`config.mk`:
```
export PLATFORM = sky130hd
export DESIGN_NAME = cic_core
export DESIGN_NICKNAME = d
export VERILOG_FILES = /design/src/hdl/cic_pkg.sv /design/src/hdl/cic_pin_if.sv /design/src/hdl/cic_pin_watch.sv /design/src/hdl/cic_core.sv
export SDC_FILE = /design/constraint.sdc
export NUM_CORES = 1
export LEC_CHECK = 0
export ABC_AREA = 1
export BUFFER_PORTS_ARGS = -buffer_cell sky130_fd_sc_hd__buf_2
export CAP_MARGIN = 10
export CORE_ASPECT_RATIO = 0.8
export CORE_MARGIN = 3
export CORE_UTILIZATION = 55
export DETAILED_ROUTE_END_ITERATION = 6
export PLACE_DENSITY = 0.79
export RECOVER_POWER = 100
export SYNTH_ARGS = -nofsm -noshare
export SYNTH_HDL_FRONTEND = slang
export SYNTH_SLANG_ARGS = --single-unit
export TNS_END_PERCENT = 30
```
`constraint.sdc`:
```
create_clock -name clk_sys -period 1.3 [get_ports clk_sys]
set_input_delay 0.325 -clock clk_sys [delete_from_list [all_inputs] [get_ports clk_sys]]
set_output_delay 0.325 -clock clk_sys [all_outputs]
set_load 0.005 [all_outputs]
```
`src/hdl/cic_pkg.sv`:
```
// Constants, register map and types of the core interrupt controller.
// Assumes one core clock; the core and the peripherals share that clock.
package cic_pkg;

  // ----------------------------------------------------------------
  // Register port geometry and register offsets.
  // ----------------------------------------------------------------
  localparam int unsigned ADDR_W = 3;
  localparam int unsigned DATA_W = 8;
  localparam logic [ADDR_W-1:0] OFF_CTRL = 3'h0;
  localparam logic [ADDR_W-1:0] OFF_OPT = 3'h1;
  localparam logic [ADDR_W-1:0] OFF_PFA = 3'h2;
  localparam logic [ADDR_W-1:0] OFF_PFB = 3'h3;
  localparam logic [ADDR_W-1:0] OFF_PEA = 3'h4;
  localparam logic [ADDR_W-1:0] OFF_PEB = 3'h5;
  localparam logic [ADDR_W-1:0] OFF_STAT = 3'h6;
  localparam logic [ADDR_W-1:0] OFF_MASK = 3'h7;

  // ----------------------------------------------------------------
  // Field positions of irq_control_reg and of the option register.
  // ----------------------------------------------------------------
  localparam int unsigned B_GLOBAL_EN = 7;
  localparam int unsigned B_PERIPH_EN = 6;
  localparam int unsigned B_T0_EN = 5;
  localparam int unsigned B_EXT_EN = 4;
  localparam int unsigned B_PC_EN = 3;
  localparam int unsigned B_T0_FLAG = 2;
  localparam int unsigned B_EXT_FLAG = 1;
  localparam int unsigned B_PC_FLAG = 0;
  localparam int unsigned B_EDGE_SEL = 6;

  // ----------------------------------------------------------------
  // Event status bits seen by the interrupt output.
  // ----------------------------------------------------------------
  localparam int unsigned EV_W = 3;
  localparam int unsigned EV_VEC = 0;
  localparam int unsigned EV_WAKE = 1;
  localparam int unsigned EV_RET = 2;

  // ----------------------------------------------------------------
  // Reset values, vector, counts.
  // ----------------------------------------------------------------
  localparam logic [DATA_W-1:0] CTRL_RST = 8'h00;
  localparam logic [DATA_W-1:0] OPT_RST = 8'hff;
  localparam logic [EV_W-1:0] EV_RST = 3'h0;
  localparam int unsigned PC_W = 13;
  localparam logic [PC_W-1:0] VECTOR_ADDR = 13'h0004;
  localparam logic [PC_W-1:0] PC_RST = 13'h0000;
  localparam int unsigned Q_W = 2;
  localparam logic [Q_W-1:0] Q_LAST = 2'h3;
  localparam logic [Q_W-1:0] Q_RST = 2'h0;
  localparam logic [7:0] T0_MAX = 8'hff;
  localparam logic [7:0] T0_ZERO = 8'h00;
  localparam int unsigned PC_PINS = 4;

  typedef enum logic [3:0] {
    CIC_IDLE = 4'b0001,
    CIC_SYNC = 4'b0010,
    CIC_PUSH = 4'b0100,
    CIC_LOAD = 4'b1000
  } cic_vec_e;

endpackage

```
`src/hdl/cic_pin_if.sv`:
```
// Carrier between the controller and its pin watcher.
// Assumes both ends run on the same core clock.
`timescale 1ns/1ps
interface cic_pin_if;
  logic edge_sel;
  logic rd_strobe;
  logic ext_edge;
  logic port_change;
  modport watch (input edge_sel, input rd_strobe, output ext_edge, output port_change);
  modport ctrl (output edge_sel, output rd_strobe, input ext_edge, input port_change);
endinterface

```
`src/hdl/cic_pin_watch.sv`:
```
// Pin watcher: synchronises the external pin and the change pins, turns the
// pin edge into a one-cycle pulse and raises the change event while the pins differ from the value latched at the last port read.
// Assumes the pins are asynchronous to clk_sys.
`timescale 1ns/1ps
module cic_pin_watch (
  input wire logic clk_sys,
  input wire logic rst_n,
  input wire logic ext_irq_pin,
  input wire logic [cic_pkg::PC_PINS-1:0] port_b_a,
  cic_pin_if.watch pw
);
  import cic_pkg::*;

  typedef struct packed {
    logic [PC_PINS:0] sync1;
    logic [PC_PINS:0] sync2;
    logic ext_prev;
    logic [PC_PINS-1:0] latch;
    logic ext_edge;
    logic port_change;
  } cic_watch_s;

  cic_watch_s st_q;
  cic_watch_s st_d;
  logic ext_now;

  // ----------------------------------------------------------------
  // Next state.
  // ----------------------------------------------------------------
  // Only sync2 is looked at; sync1 feeds nothing but sync2.
  always_comb
  begin
    st_d = st_q;
    st_d.sync1 = {port_b_a, ext_irq_pin};
    st_d.sync2 = st_q.sync1;
    ext_now = st_q.sync2[0];
    st_d.ext_prev = ext_now;
    // Rising edge when the select is set, falling edge otherwise.
    st_d.ext_edge = pw.edge_sel ? (ext_now & ~st_q.ext_prev)
                                : (~ext_now & st_q.ext_prev);
    // A read reloads the compare latch; a change that lands on the
    // read is absorbed into the latch and raises no event.
    st_d.port_change = (st_q.sync2[PC_PINS:1] != st_q.latch) & ~pw.rd_strobe;
    if (pw.rd_strobe)
    begin
      st_d.latch = st_q.sync2[PC_PINS:1];
    end
  end

  // Register the whole state.
  always_ff @(posedge clk_sys or negedge rst_n)
  begin
    if (!rst_n)
    begin
      st_q <= '0;
    end
    else
    begin
      st_q <= st_d;
    end
  end

  assign pw.ext_edge = st_q.ext_edge;
  assign pw.port_change = st_q.port_change;

endmodule

```
`src/hdl/cic_core.sv`:
```
// Core interrupt controller: request flags, enables, vectoring to the
// fixed vector, return handling and wake-up from sleep.
// Assumes the core, the timer and the peripherals share clk_sys and
// that the core honours core_hold while a vector sequence runs.
//
// Added by the designer: the placing of the registers and the strobed register port.
`timescale 1ns/1ps
// Contract
// Flags latch on their event regardless of any enable.
// Global enable bit 7 passes unmasked requests; clear blocks all.
// Global enable plus flag and enable requests vectoring at once.
// Any reset clears the global enable.
// Return instruction sets the global enable again.
// Accepting clears global enable, pushes return address, loads 0004h.
// Peripheral flags and enables in two register pairs, gated by group bit.
// Service routine clears serviced flags before re-enabling.
// Pin event to vector takes three or four instruction cycles.
// Software clears the global enable in a read-back loop.
// External pin edge chosen by option bit 6; edge sets flag bit 1.
// External request masked by enable bit 4.
// Enabled external request wakes from sleep; global enable decides branch.
// Timer0 FFh to 00h sets flag bit 2; enable at bit 5.
// Change on port pins 7..4 sets flag bit 0; enable at bit 3.
// Change coinciding with a port read may not set the flag.
// Wake with global enable set vectors to 0004h, else runs in line.
// Wake-up leaves the causing flags set.
// Flags stay set until software writes them clear.
module cic_core #(
  parameter int unsigned PA_W = 8,
  parameter int unsigned PB_W = 1
) (
  input wire logic clk_sys,
  input wire logic rst_n,
  input wire logic [cic_pkg::ADDR_W-1:0] reg_addr,
  input wire logic [cic_pkg::DATA_W-1:0] reg_wdata,
  input wire logic reg_wr,
  input wire logic reg_rd,
  output logic [cic_pkg::DATA_W-1:0] reg_rdata,
  input wire logic ext_irq_pin,
  input wire logic [cic_pkg::PC_PINS-1:0] port_b_a,
  input wire logic port_b_rd,
  input wire logic [7:0] timer0_count,
  input wire logic [PA_W-1:0] periph_event_a,
  input wire logic [PB_W-1:0] periph_event_b,
  input wire logic return_from_irq_instr,
  input wire logic core_sleep,
  output logic irq_pending,
  output logic core_hold,
  output logic push_stb,
  output logic pc_load,
  output logic [cic_pkg::PC_W-1:0] pc_vector,
  output logic wake_stb,
  output logic irq
);
  import cic_pkg::*;

  // ----------------------------------------------------------------
  // State.
  // ----------------------------------------------------------------
  typedef struct packed {
    logic [DATA_W-1:0] ctrl;
    logic [DATA_W-1:0] opt;
    logic [PA_W-1:0] pfa;
    logic [PB_W-1:0] pfb;
    logic [PA_W-1:0] pea;
    logic [PB_W-1:0] peb;
    logic [EV_W-1:0] stat;
    logic [EV_W-1:0] mask;
    logic [7:0] t0_prev;
    logic [Q_W-1:0] qph;
    cic_vec_e vst;
    logic [DATA_W-1:0] rdata;
    logic [PC_W-1:0] vec;
    logic pend;
    logic push;
    logic load;
    logic wake;
    logic irq;
    logic hold;
  } cic_state_s;

  // Every reset clears the control register, global enable included.
  localparam cic_state_s ST_RST = '{
    ctrl: CTRL_RST,
    opt: OPT_RST,
    pfa: '0,
    pfb: '0,
    pea: '0,
    peb: '0,
    stat: EV_RST,
    mask: EV_RST,
    t0_prev: T0_ZERO,
    qph: Q_RST,
    vst: CIC_IDLE,
    rdata: '0,
    vec: PC_RST,
    pend: 1'b0,
    push: 1'b0,
    load: 1'b0,
    wake: 1'b0,
    irq: 1'b0,
    hold: 1'b0
  };

  cic_state_s st_q;
  cic_state_s st_d;
  cic_pin_if pw_if ();

  logic boundary;
  logic t0_roll;
  logic periph_src;
  logic core_src;
  logic src;
  logic wake_src;
  logic take;

  // ----------------------------------------------------------------
  // Pin watcher.
  // ----------------------------------------------------------------
  assign pw_if.edge_sel = st_q.opt[B_EDGE_SEL];
  assign pw_if.rd_strobe = port_b_rd;

  cic_pin_watch u_watch (
    .clk_sys(clk_sys),
    .rst_n(rst_n),
    .ext_irq_pin(ext_irq_pin),
    .port_b_a(port_b_a),
    .pw(pw_if.watch)
  );

  // ----------------------------------------------------------------
  // Request sources.
  // ----------------------------------------------------------------
  // The peripheral group bit gates both peripheral register pairs.
  assign periph_src = st_q.ctrl[B_PERIPH_EN] &
                      ((|(st_q.pfa & st_q.pea)) | (|(st_q.pfb & st_q.peb)));
  assign core_src = (st_q.ctrl[B_EXT_FLAG] & st_q.ctrl[B_EXT_EN]) |
                    (st_q.ctrl[B_T0_FLAG] & st_q.ctrl[B_T0_EN]) |
                    (st_q.ctrl[B_PC_FLAG] & st_q.ctrl[B_PC_EN]);
  assign src = core_src | periph_src;
  // Timer0 stops in sleep, so it is left out of the wake sources.
  assign wake_src = (st_q.ctrl[B_EXT_FLAG] & st_q.ctrl[B_EXT_EN]) |
                    (st_q.ctrl[B_PC_FLAG] & st_q.ctrl[B_PC_EN]) | periph_src;
  assign t0_roll = (st_q.t0_prev == T0_MAX) && (timer0_count == T0_ZERO);
  assign boundary = (st_q.qph == Q_LAST);
  // Requests are taken only on an instruction boundary, so one- and
  // two-cycle instructions see the same latency.
  assign take = boundary && (st_q.vst == CIC_IDLE) && !core_sleep &&
                st_q.ctrl[B_GLOBAL_EN] && src;

  // ----------------------------------------------------------------
  // Next state.
  // ----------------------------------------------------------------
  always_comb
  begin
    st_d = st_q;
    st_d.push = 1'b0;
    st_d.load = 1'b0;
    st_d.wake = 1'b0;
    st_d.rdata = '0;
    st_d.t0_prev = timer0_count;
    st_d.qph = st_q.qph + 2'h1;
    // Software writes behave like plain register writes, except the status register, where a one clears its bit.
    if (reg_wr)
    begin
      case (reg_addr)
        OFF_CTRL: st_d.ctrl = reg_wdata;
        OFF_OPT: st_d.opt = reg_wdata;
        OFF_PFA: st_d.pfa = reg_wdata[PA_W-1:0];
        OFF_PFB: st_d.pfb = reg_wdata[PB_W-1:0];
        OFF_PEA: st_d.pea = reg_wdata[PA_W-1:0];
        OFF_PEB: st_d.peb = reg_wdata[PB_W-1:0];
        OFF_STAT: st_d.stat = st_q.stat & ~reg_wdata[EV_W-1:0];
        OFF_MASK: st_d.mask = reg_wdata[EV_W-1:0];
        default: st_d.ctrl = st_d.ctrl;
      endcase
    end
    // Events come after the write, so a set wins over a clear.
    if (pw_if.ext_edge)
    begin
      st_d.ctrl[B_EXT_FLAG] = 1'b1;
    end
    if (t0_roll)
    begin
      st_d.ctrl[B_T0_FLAG] = 1'b1;
    end
    if (pw_if.port_change)
    begin
      st_d.ctrl[B_PC_FLAG] = 1'b1;
    end
    st_d.pfa = st_d.pfa | periph_event_a;
    st_d.pfb = st_d.pfb | periph_event_b;
    if (return_from_irq_instr)
    begin
      st_d.ctrl[B_GLOBAL_EN] = 1'b1;
      st_d.stat[EV_RET] = 1'b1;
    end
    // Wake-up touches no flag, so the cause stays visible.
    if (core_sleep && wake_src && !st_q.wake)
    begin
      st_d.wake = 1'b1;
      st_d.stat[EV_WAKE] = 1'b1;
    end
    // Vector sequence: accept, one dummy cycle, push, then PC load.
    case (st_q.vst)
      CIC_IDLE:
      begin
        if (take)
        begin
          st_d.ctrl[B_GLOBAL_EN] = 1'b0;
          st_d.stat[EV_VEC] = 1'b1;
          st_d.vst = CIC_SYNC;
        end
      end
      CIC_SYNC:
      begin
        if (boundary)
        begin
          st_d.push = 1'b1;
          st_d.vst = CIC_PUSH;
        end
      end
      CIC_PUSH:
      begin
        if (boundary)
        begin
          st_d.load = 1'b1;
          st_d.vec = VECTOR_ADDR;
          st_d.vst = CIC_LOAD;
        end
      end
      CIC_LOAD:
      begin
        st_d.vst = CIC_IDLE;
      end
      default:
      begin
        st_d.vst = CIC_IDLE;
      end
    endcase
    // Hold is registered from the next sequence state, so it needs no gate on the pin.
    st_d.hold = (st_d.vst != CIC_IDLE);
    // A clear global enable blocks every request.
    st_d.pend = st_q.ctrl[B_GLOBAL_EN] & src;
    st_d.irq = |(st_d.stat & st_d.mask);
    if (reg_rd)
    begin
      case (reg_addr)
        OFF_CTRL: st_d.rdata = st_q.ctrl;
        OFF_OPT: st_d.rdata = st_q.opt;
        OFF_PFA: st_d.rdata = DATA_W'(st_q.pfa);
        OFF_PFB: st_d.rdata = {{(DATA_W-PB_W){1'b0}}, st_q.pfb};
        OFF_PEA: st_d.rdata = DATA_W'(st_q.pea);
        OFF_PEB: st_d.rdata = {{(DATA_W-PB_W){1'b0}}, st_q.peb};
        OFF_STAT: st_d.rdata = {{(DATA_W-EV_W){1'b0}}, st_q.stat};
        OFF_MASK: st_d.rdata = {{(DATA_W-EV_W){1'b0}}, st_q.mask};
        default: st_d.rdata = '0;
      endcase
    end
  end

  // Register the whole state.
  always_ff @(posedge clk_sys or negedge rst_n)
  begin
    if (!rst_n)
    begin
      st_q <= ST_RST;
    end
    else
    begin
      st_q <= st_d;
    end
  end

  // ----------------------------------------------------------------
  // Outputs, all straight from the state register.
  // ----------------------------------------------------------------
  assign reg_rdata = st_q.rdata;
  assign irq_pending = st_q.pend;
  assign core_hold = st_q.hold;
  assign push_stb = st_q.push;
  assign pc_load = st_q.load;
  assign pc_vector = st_q.vec;
  assign wake_stb = st_q.wake;
  assign irq = st_q.irq;
endmodule

```
Yosys cells after proc, flatten, opt, wreduce, memory -nomap -nowiden. Cells that the tools add are included.

Reductions and logical operators: 27. Add/sub/neg operators: 1. Bitwise operators: 24. Equal/unequal tests: 14. Multiplexer cells: 30.

Operators by type and width (number): $pmux W8 S8 (1); $mux W40 (1); $mux W8 (5); $mux W1 (17); $reduce_and A2 Y1 (8); $eq A3 B3 Y1 const B (4); $mux W4 (3); $pmux W4 S3 (1); $reduce_bool A2 Y1 (6); $and A1 B1 Y1 (9); $and A8 B8 Y8 (1); $eq A8 B8 Y1 const B (1); $logic_not A8 Y1 (1); $or A8 B8 Y8 (1); $reduce_or A8 Y1 (1); $logic_and A1 B1 Y1 (7); $or A1 B1 Y1 (7); $and A3 B3 Y3 (2); $eq A3 B2 Y1 const B (2); $mux W3 (2); $eq A4 B1 Y1 const B (1); $eq A4 B2 Y1 const B (1); $eq A4 B3 Y1 const B (1); $ne A4 B1 Y1 const B (1); other kinds (9) (12).

Logic and storage cells: 125. Input bits: 40. Output and inout port bits: 27. Register bits: 86.

Logic depth before layout (Yosys ltp). Gate-level depths: netlist of run 1.

Word-level depth: 10. Gate-level depth with buffers: 10. Depth with buffers taken out: 10.

Hierarchy. Synthesis of run 1 repeated with hierarchy kept, for this count alone.

Cells, all modules: 396. Area total of the unflattened synthesis: 3663.5 um^2.

Modules (own cells, without submodules): cic_core (area each 3090.5 um^2, times used 1, cells each 342, seq. area each 1737.9 um^2); cic_pin_watch (area each 573.0 um^2, times used 1, cells each 54, seq. area each 425.4 um^2).

Least setup slack after synthesis of run 1. No wires, ideal clock.

Kind: flip-flop to flip-flop. Start: register st_q[62] (netlist bit). End: register st_q, in the netlist irq. Setup slack: 0.150 ns. Clock period less this slack: 1.150 ns. Stages on the path, launching flop included: 11. Arrival: 1.026 ns. Data required time: 1.176 ns. Cells stage by stage: dfrtp_1 > nand2_1 > nand2_1 > nor2_1 > nand3_1 > nand2_1 > nand2_1 > nand2_1 > nand2_1 > nand2_1 > nand3_1.

RTL lines: start, declared (RTL line cic_core.sv:105) `cic_state_s st_q;`; start signal, assigned (RTL line cic_core.sv:271) `st_q <= st_d;`.

==> results of run 1 <==
## power by group
| group | leakage, nW | switching, W | internal [W] | total [W] |
|---|---|---|---|---|
| Combinational | 1.09 | 0.000568 | 0.000458 | 0.00103 |
| Clock | 0.0886 | 0.000961 | 0.000711 | 0.00167 |
| Sequential | 0.994 | 0.000158 | 0.00299 | 0.00315 |
## logic make-up (layout without fill, tap and decap cells)
kind of cell             after synthesis  in the layout  synth area share
AO/OA/AOI/OAI                         75             75             0.126
XOR/XNOR                               4              4           0.00953
adder cells (fa/ha/maj)                1              1           0.00340
buffers and inverters                 67            151            0.0967
flip-flops                            86             86             0.589
multiplexers                           4              4            0.0123
other                                  1             12           0.00102
AND/OR/NAND/NOR                      133            133             0.163
## metal layers
| metal | up-vias | share of wire |
|---|---|---|
| li1 | 1352 | - |
| met1 | 1355 | 0.44 |
| met2 | 121 | 0.47 |
| met3 | 8 | 0.080 |
| met4 | 0 | 0.0090 |
| met5 | - | 0 |
## stage by stage
stage	utilization	instances
global placement	0.676	526
CTS	0.715	548
finish	0.707	547
floorplan	-	382
detailed placement	0.676	526
global route	0.707	547
## flip-flops by register name (all words and copies together) (netlist names), 5 cells and up
name and cells:
st_q 53, reg_rdata 8, u_watch.st_d 5, u_watch.st_q 9
## layout by cell type (no fill, tap or decap), types with 11 or more instances in the layout
master	n
sky130_fd_sc_hd__a21oi_1	16
sky130_fd_sc_hd__buf_2	46
sky130_fd_sc_hd__buf_4	29
sky130_fd_sc_hd__clkbuf_1	11
sky130_fd_sc_hd__conb_1	12
sky130_fd_sc_hd__dfrtp_1	77
sky130_fd_sc_hd__inv_1	36
sky130_fd_sc_hd__nand2_1	78
sky130_fd_sc_hd__nor2_1	14
sky130_fd_sc_hd__o21ai_0	26
sky130_fd_sc_hd__o21ai_2	12
## final timing paths
check	from	depth (start not counted)	end	slack (ns)
worst max-delay path	st_q[58]$_DFF_PN0_	10	irq$_DFF_PN0_	-0.02
min in group asynchronous	rst_n	2	st_q[56]$_DFF_PN0_	0.47
worst min-delay path	ext_irq_pin	1	u_watch.st_d[7]$_DFF_PN0_	0.07
worst min register to register	u_watch.st_d[10]$_DFF_PN0_	0	u_watch.st_q[10]$_DFF_PN0_	0.35
max in group asynchronous	rst_n	3	st_q[72]$_DFFE_PN1P_	0.10
worst max register to register	st_q[58]$_DFF_PN0_	10	irq$_DFF_PN0_	-0.02
## critical path, delay by kind of cell, from the launching register on
| kind | cells | cell delay, ns |
|---|---|---|
| simple gates | 10 | 0.81 |
| flops | 1 | 0.39 |
## final cells by class
class	count	area (sq um)	area share
Multi-Input combinational cell	229	1220	0.278
Clock inverter	6	46.3	0.0106
Sequential cell	86	2160	0.494
Clock buffer	10	128	0.0291
Timing Repair Buffer	92	562	0.128
Inverter	43	164	0.0374
Tap cell	81	101	0.0231
## repair_timing
action,CTS,global route
endpoints found under the hold margin,16,0
setup buffers,5,0
endpoints found under the setup margin,3,7
hold buffers,1,0
pin swaps,3,4
gates resized for setup,8,9
==> summary.json, run 1 <==
{
  "dpl_worst_slack_ns": -0.111,
  "post-route-period-util": 1.02,
  "ys_types": 36,
  "yosysWarnings": 0,
  "groute.layer.met2.usage": 0.341,
  "synth.most_common_cell": "sky130_fd_sc_hd__nand2_1",
  "hold_violations": 0,
  "layout.filler_cells": 483,
  "timing.critical_path.mode_cell": "sky130_fd_sc_hd__nand2_1",
  "syn_avg_cell_area_sq_um": 9.91,
  "finalInstanceArea_sq_um": 4380,
  "ys_seq_elements": 86,
  "worst_setup_path_start_kind": "flip-flop",
  "data_arrival_time_at_the_worst_slack_endpoint_ns": 1.57,
  "yosys.area.top_type": "sky130_fd_sc_hd__dfrtp_1",
  "holdCritPathClass": "input port to flip-flop",
  "violations_in_the_final_reports": "negative setup slack",
  "initial_utilization": 0.593,
  "insertion_delay_ns": 0.35,
  "detailroute.via_count": 2836,
  "tns_ns": -0.0236,
  "floorplan.die_area_sq_um": 7700,
  "clk_path_buf_depth": 2,
  "slowest_stage": "sky130_fd_sc_hd__dfrtp_1",
  "vias_per_cell": 5.18,
  "grt-ovfl-total": 0,
  "synth_enable_flop_cells": 0,
  "ys_dominant_reg_cell": "sky130_fd_sc_hd__dfrtp_1",
  "drt_drc_violations_left": 0,
  "areaGrowthSynthToFinish_pct": 19.2,
  "diodes": 0,
  "placement.io_buffers": 54,
  "series_of_cell_instances_along_the_critical_path": "nand2_1 > nand2_1 > nor2_2 > nand3_2 > nand2_4 > nand2_2 > nand2_4 > nand2_2 > nand2_1 > nand3_1",
  "final_max_slew_viol_count": 0,
  "post-layout-total-power_w": 0.00585,
  "cts_inserted_buffers": 9,
  "synth_top_area_share": 0.524,
  "gate_count_of_the_mapped_netlist": 371,
  "cts_htree_levels": 3,
  "largest_net_degree_at_the_start_of_global_routing": 36,
  "total_routing_usage_gr": 0.220,
  "timing.final.ws_setup_ns": -0.0236,
  "grt_pass1_vias": 2710,
  "status": "complete, but fails checks",
  "clkSlewWorstSetupHoldPaths_ns": 0.09,
  "total_setup_violations_reported_at_the_end_of_the_flow": 1,
  "vdd_drop_max_mv": 0.993,
  "floorplan.die.width_um": 97.4,
  "sequential_cell_area_fraction_in_the_yosys_report": 0.589,
  "clock_sink_count": 86,
  "gr-usage-met3": 0.0711,
  "rows": 25,
  "top_cells_by_area_in_the_synthesized_netlist": "sky130_fd_sc_hd__dfrtp_1 (52%), sky130_fd_sc_hd__nand2_1 (8.4%), sky130_fd_sc_hd__dfstp_2 (6.4%), sky130_fd_sc_hd__buf_4 (4.3%), sky130_fd_sc_hd__inv_1 (3.5%)",
  "slowest_delay_ns": 0.39,
  "netlist_area_sq_um": 3670,
  "worstSetupEndpointType": "flip-flop",
  "die_h_um": 79.1,
  "placed_area_sq_um": 4180,
  "worst-path-max-fanout": 3,
  "num_io_pins": 67,
  "layout_min_cycle_time_ns": 1.32,
  "globalRouteMet1Util": 0.302,
  "cts_root_buffer": "sky130_fd_sc_hd__clkbuf_8",
  "worstMarginPinSlew_ns": 0.505,
  "timing.max_cap.violations": 0,
  "post_synth_most_frequent_cells": "sky130_fd_sc_hd__nand2_1 (82), sky130_fd_sc_hd__dfrtp_1 (77), sky130_fd_sc_hd__inv_1 (34)",
  "finalNetCount": 502,
  "worst_hold_slack_ns": 0.0693,
  "dp_hpwl_um": 5890,
  "clock-skew-final_ns": 0.00835,
  "global_route_wire_length_before_repair_um": 13200,
  "crit_type": "flip-flop to flip-flop",
  "detail_route.wirelength_um": 7980,
  "gpl.final_weighted_congestion": 0.889,
  "tritoncts": "yes",
  "power_per_cell_area_nw_per_um2": 1330,
  "cp.required_ns": 1.55,
  "route.detailed.wl_per_inst_um": 14.6,
  "antenna_found_initial": 0,
  "core_sq_um": 6190,
  "top_usage_layer": "met2",
  "setup_repair_after_global_routing_missed_its_margin": "yes",
  "drt-initial-drc-count": 178,
  "first_pass_iters": 5,
  "maxClockFrequency_mhz": 756,
  "layout-drive-gt1-share": 0.320,
  "antenna_left": 0,
  "slew_headroom": 0.663,
  "leakagePower_nw": 2.18,
  "async_reset_ff_frac": 1.00
}
No activity file was read; power rests on OpenSTA's default activity.
==> run 2: changes to the inputs <==
--- a/config.mk
+++ b/config.mk
@@ -12,7 +12,7 @@
 export CORE_MARGIN = 3
 export CORE_UTILIZATION = 55
 export DETAILED_ROUTE_END_ITERATION = 6
-export PLACE_DENSITY = 0.79
+export PLACE_DENSITY = 0.85
 export RECOVER_POWER = 100
 export SYNTH_ARGS = -nofsm -noshare
 export SYNTH_HDL_FRONTEND = slang
==> constraint.sdc (replaced) <==
create_clock -name clk_sys -period 1.22 [get_ports clk_sys]
set_input_delay 0.305 -clock clk_sys [delete_from_list [all_inputs] [get_ports clk_sys]]
set_output_delay 0.305 -clock clk_sys [all_outputs]
set_load 0.005 [all_outputs]
==> run 2 against run 1 <==
The flow still finishes with violations (negative setup slack). Largest power group unchanged. Combinational power up 9.7%. Sequential share of layout area down 1.6 points. Setup slack worse by 0.11 ns. Clock skew about the same. Final cell count up 2.2%. Global-route usage up 0.78 points. Largest cell class unchanged. Register-to-register slack worse by 0.11 ns.
==> summary.json, run 2 (synthesized netlist as in run 1, its figures left out) <==
{
  "areaGrowthSynthToFinish_pct": 23.2,
  "first_pass_iters": 5,
  "floorplan.die.width_um": 97.4,
  "drt-initial-drc-count": 201,
  "layout.filler_cells": 436,
  "gr-usage-met3": 0.0860,
  "timing.max_cap.violations": 0,
  "total_routing_usage_gr": 0.228,
  "dp_hpwl_um": 6130,
  "largest_net_degree_at_the_start_of_global_routing": 50,
  "regMostFlops": "st_q",
  "tritoncts": "yes",
  "layout.cells.most_common_list": "sky130_fd_sc_hd__dfrtp_1 (77), sky130_fd_sc_hd__nand2_1 (74), sky130_fd_sc_hd__buf_2 (49)",
  "tns_ns": -0.478,
  "layout-drive-gt1-share": 0.377,
  "floorplan.die_area_sq_um": 7700,
  "power_per_cell_area_nw_per_um2": 1410,
  "gpl.final_weighted_congestion": 0.911,
  "worst-path-max-fanout": 3,
  "r2r_setup_slack_ns": -0.13,
  "groute.layer.met2.usage": 0.373,
  "initial_utilization": 0.593,
  "post-route-period-util": 1.11,
  "finalNonFillerCells": 559,
  "finalNetCount": 514,
  "top_usage_layer": "met2",
  "data_arrival_time_at_the_worst_slack_endpoint_ns": 1.60,
  "antenna_left": 0,
  "insertion_delay_ns": 0.36,
  "grt-ovfl-total": 0,
  "clk_path_buf_depth": 2,
  "vdd_drop_max_mv": 1.03,
  "final_max_slew_viol_count": 0,
  "post-layout-total-power_w": 0.00637,
  "crit_type": "flip-flop to flip-flop",
  "placement.io_buffers": 54,
  "slew_headroom": 0.576,
  "antenna_found_initial": 0,
  "holdCritPathClass": "input port to flip-flop",
  "timing.final.ws_setup_ns": -0.132,
  "total_setup_violations_reported_at_the_end_of_the_flow": 6,
  "detailroute.via_count": 2943,
  "largest_register_ffs": 53,
  "slowest_stage": "sky130_fd_sc_hd__dfrtp_1",
  "hold_violations": 0,
  "vias_per_cell": 5.26,
  "core_sq_um": 6190,
  "worstMarginPinSlew_ns": 0.637,
  "route.detailed.wl_per_inst_um": 14.8,
  "cp.required_ns": 1.47,
  "place.detailed.instances": 540,
  "clkSlewWorstSetupHoldPaths_ns": 0.09,
  "clock_sink_count": 86,
  "number_of_buffers_and_inverters_on_the_critical_path": 0,
  "most_common_cell_after_layout_fill_and_taps_aside": "sky130_fd_sc_hd__dfrtp_1",
  "die_h_um": 79.1,
  "num_io_pins": 67,
  "cts_root_buffer": "sky130_fd_sc_hd__clkbuf_8",
  "detail_route.wirelength_um": 8280,
  "status": "complete, but fails checks",
  "setup_repair_after_global_routing_missed_its_margin": "yes",
  "drt_drc_violations_left": 0,
  "worst_setup_path_start_kind": "flip-flop",
  "rows": 25,
  "grt_pass1_vias": 2950,
  "leakagePower_nw": 2.26,
  "layout_min_cycle_time_ns": 1.35,
  "globalRouteMet1Util": 0.281,
  "maxClockFrequency_mhz": 740,
  "series_of_cell_instances_along_the_critical_path": "nand2_1 > nand2_1 > nor2_1 > nand3_1 > nand2_2 > nand2_2 > nand2_4 > nand2_2 > nand2_1 > nand3_2",
  "clock-skew-final_ns": 0.00843,
  "finish.utilization": 0.731,
  "cts_inserted_buffers": 9,
  "global_route_wire_length_before_repair_um": 13700,
  "slowest_delay_ns": 0.39,
  "diodes": 0,
  "cpLargestDelayFamily": "simple AND/OR/NAND/NOR gates",
  "violations_in_the_final_reports": "negative setup slack",
  "cts_htree_levels": 3,
  "worstSetupEndpointType": "flip-flop"
}
[run 2: cell count changes in the layout (fill, tap and decap cells not counted), sizes merged]
cell,before,now
buf,79,95
clkbuf,22,18
clkinv,4,2
clkinvlp,1,2
inv,44,45
[run 2: final timing paths]
path | startpoint | endpoint | cells past startpoint
worst min register to register | u_watch.st_d[7]$_DFF_PN0_ | u_watch.ext_now$_DFF_PN0_ | 0
min in group asynchronous | rst_n | reg_rdata[0]$_DFF_PN0_ | 3
worst max register to register | st_q[56]$_DFF_PN0_ | irq$_DFF_PN0_ | 10
max in group asynchronous | rst_n | st_q[75]$_DFFE_PN0P_ | 3
worst min-delay path | ext_irq_pin | u_watch.st_d[7]$_DFF_PN0_ | 1
worst max-delay path | st_q[56]$_DFF_PN0_ | irq$_DFF_PN0_ | 10
[run 2: cell type report]
type,instances,area (sq um),area share
clock buffers,10,138,0.0304
clock inverters,6,52.6,0.0116
inverters,43,164,0.0362
multi-input cells,229,1260,0.279
flip-flops and latches,86,2160,0.478
well taps,81,101,0.0224
repair buffers,104,646,0.143
[run 2: metal layers]
layer | vias up | wire (um) | share of wire
met2 | 144 | 4030 | 0.49
met4 | 0 | 197 | 0.024
met1 | 1398 | 3320 | 0.40
met5 | - | 0 | 0
met3 | 23 | 729 | 0.088
li1 | 1378 | - | -
[run 2: metrics by stage]
| stage | worst slack [ns] | instance area [sq um] | hold slack, ns |
|---|---|---|---|
| finish | -0.132 | 4530 | 0.0438 |
| global route | -0.196 | 4530 | 0.0162 |
| CTS | -0.143 | 4500 | 0.0265 |
| detailed placement | -0.253 | 4280 | 0.306 |
| global placement | -0.125 | 4280 | 0.301 |
| floorplan | 0.0699 | 3720 | 0.00941 |
[run 2: timing repair]
action                                 CTS  global route
gates resized for setup                  7            13
setup endpoints to repair                7            15
buffers inserted                         0             2
hold buffers                             1             0
pin swaps                                3             4
endpoints found under the hold margin   77             0
[run 2: power by group]
part	switching (W)	leakage, nW	internal [W]
registers	0.000161	0.995	0.00319
logic	0.000621	1.17	0.000512
clock network	0.00106	0.0914	0.000826
total	0.00185	2.26	0.00453
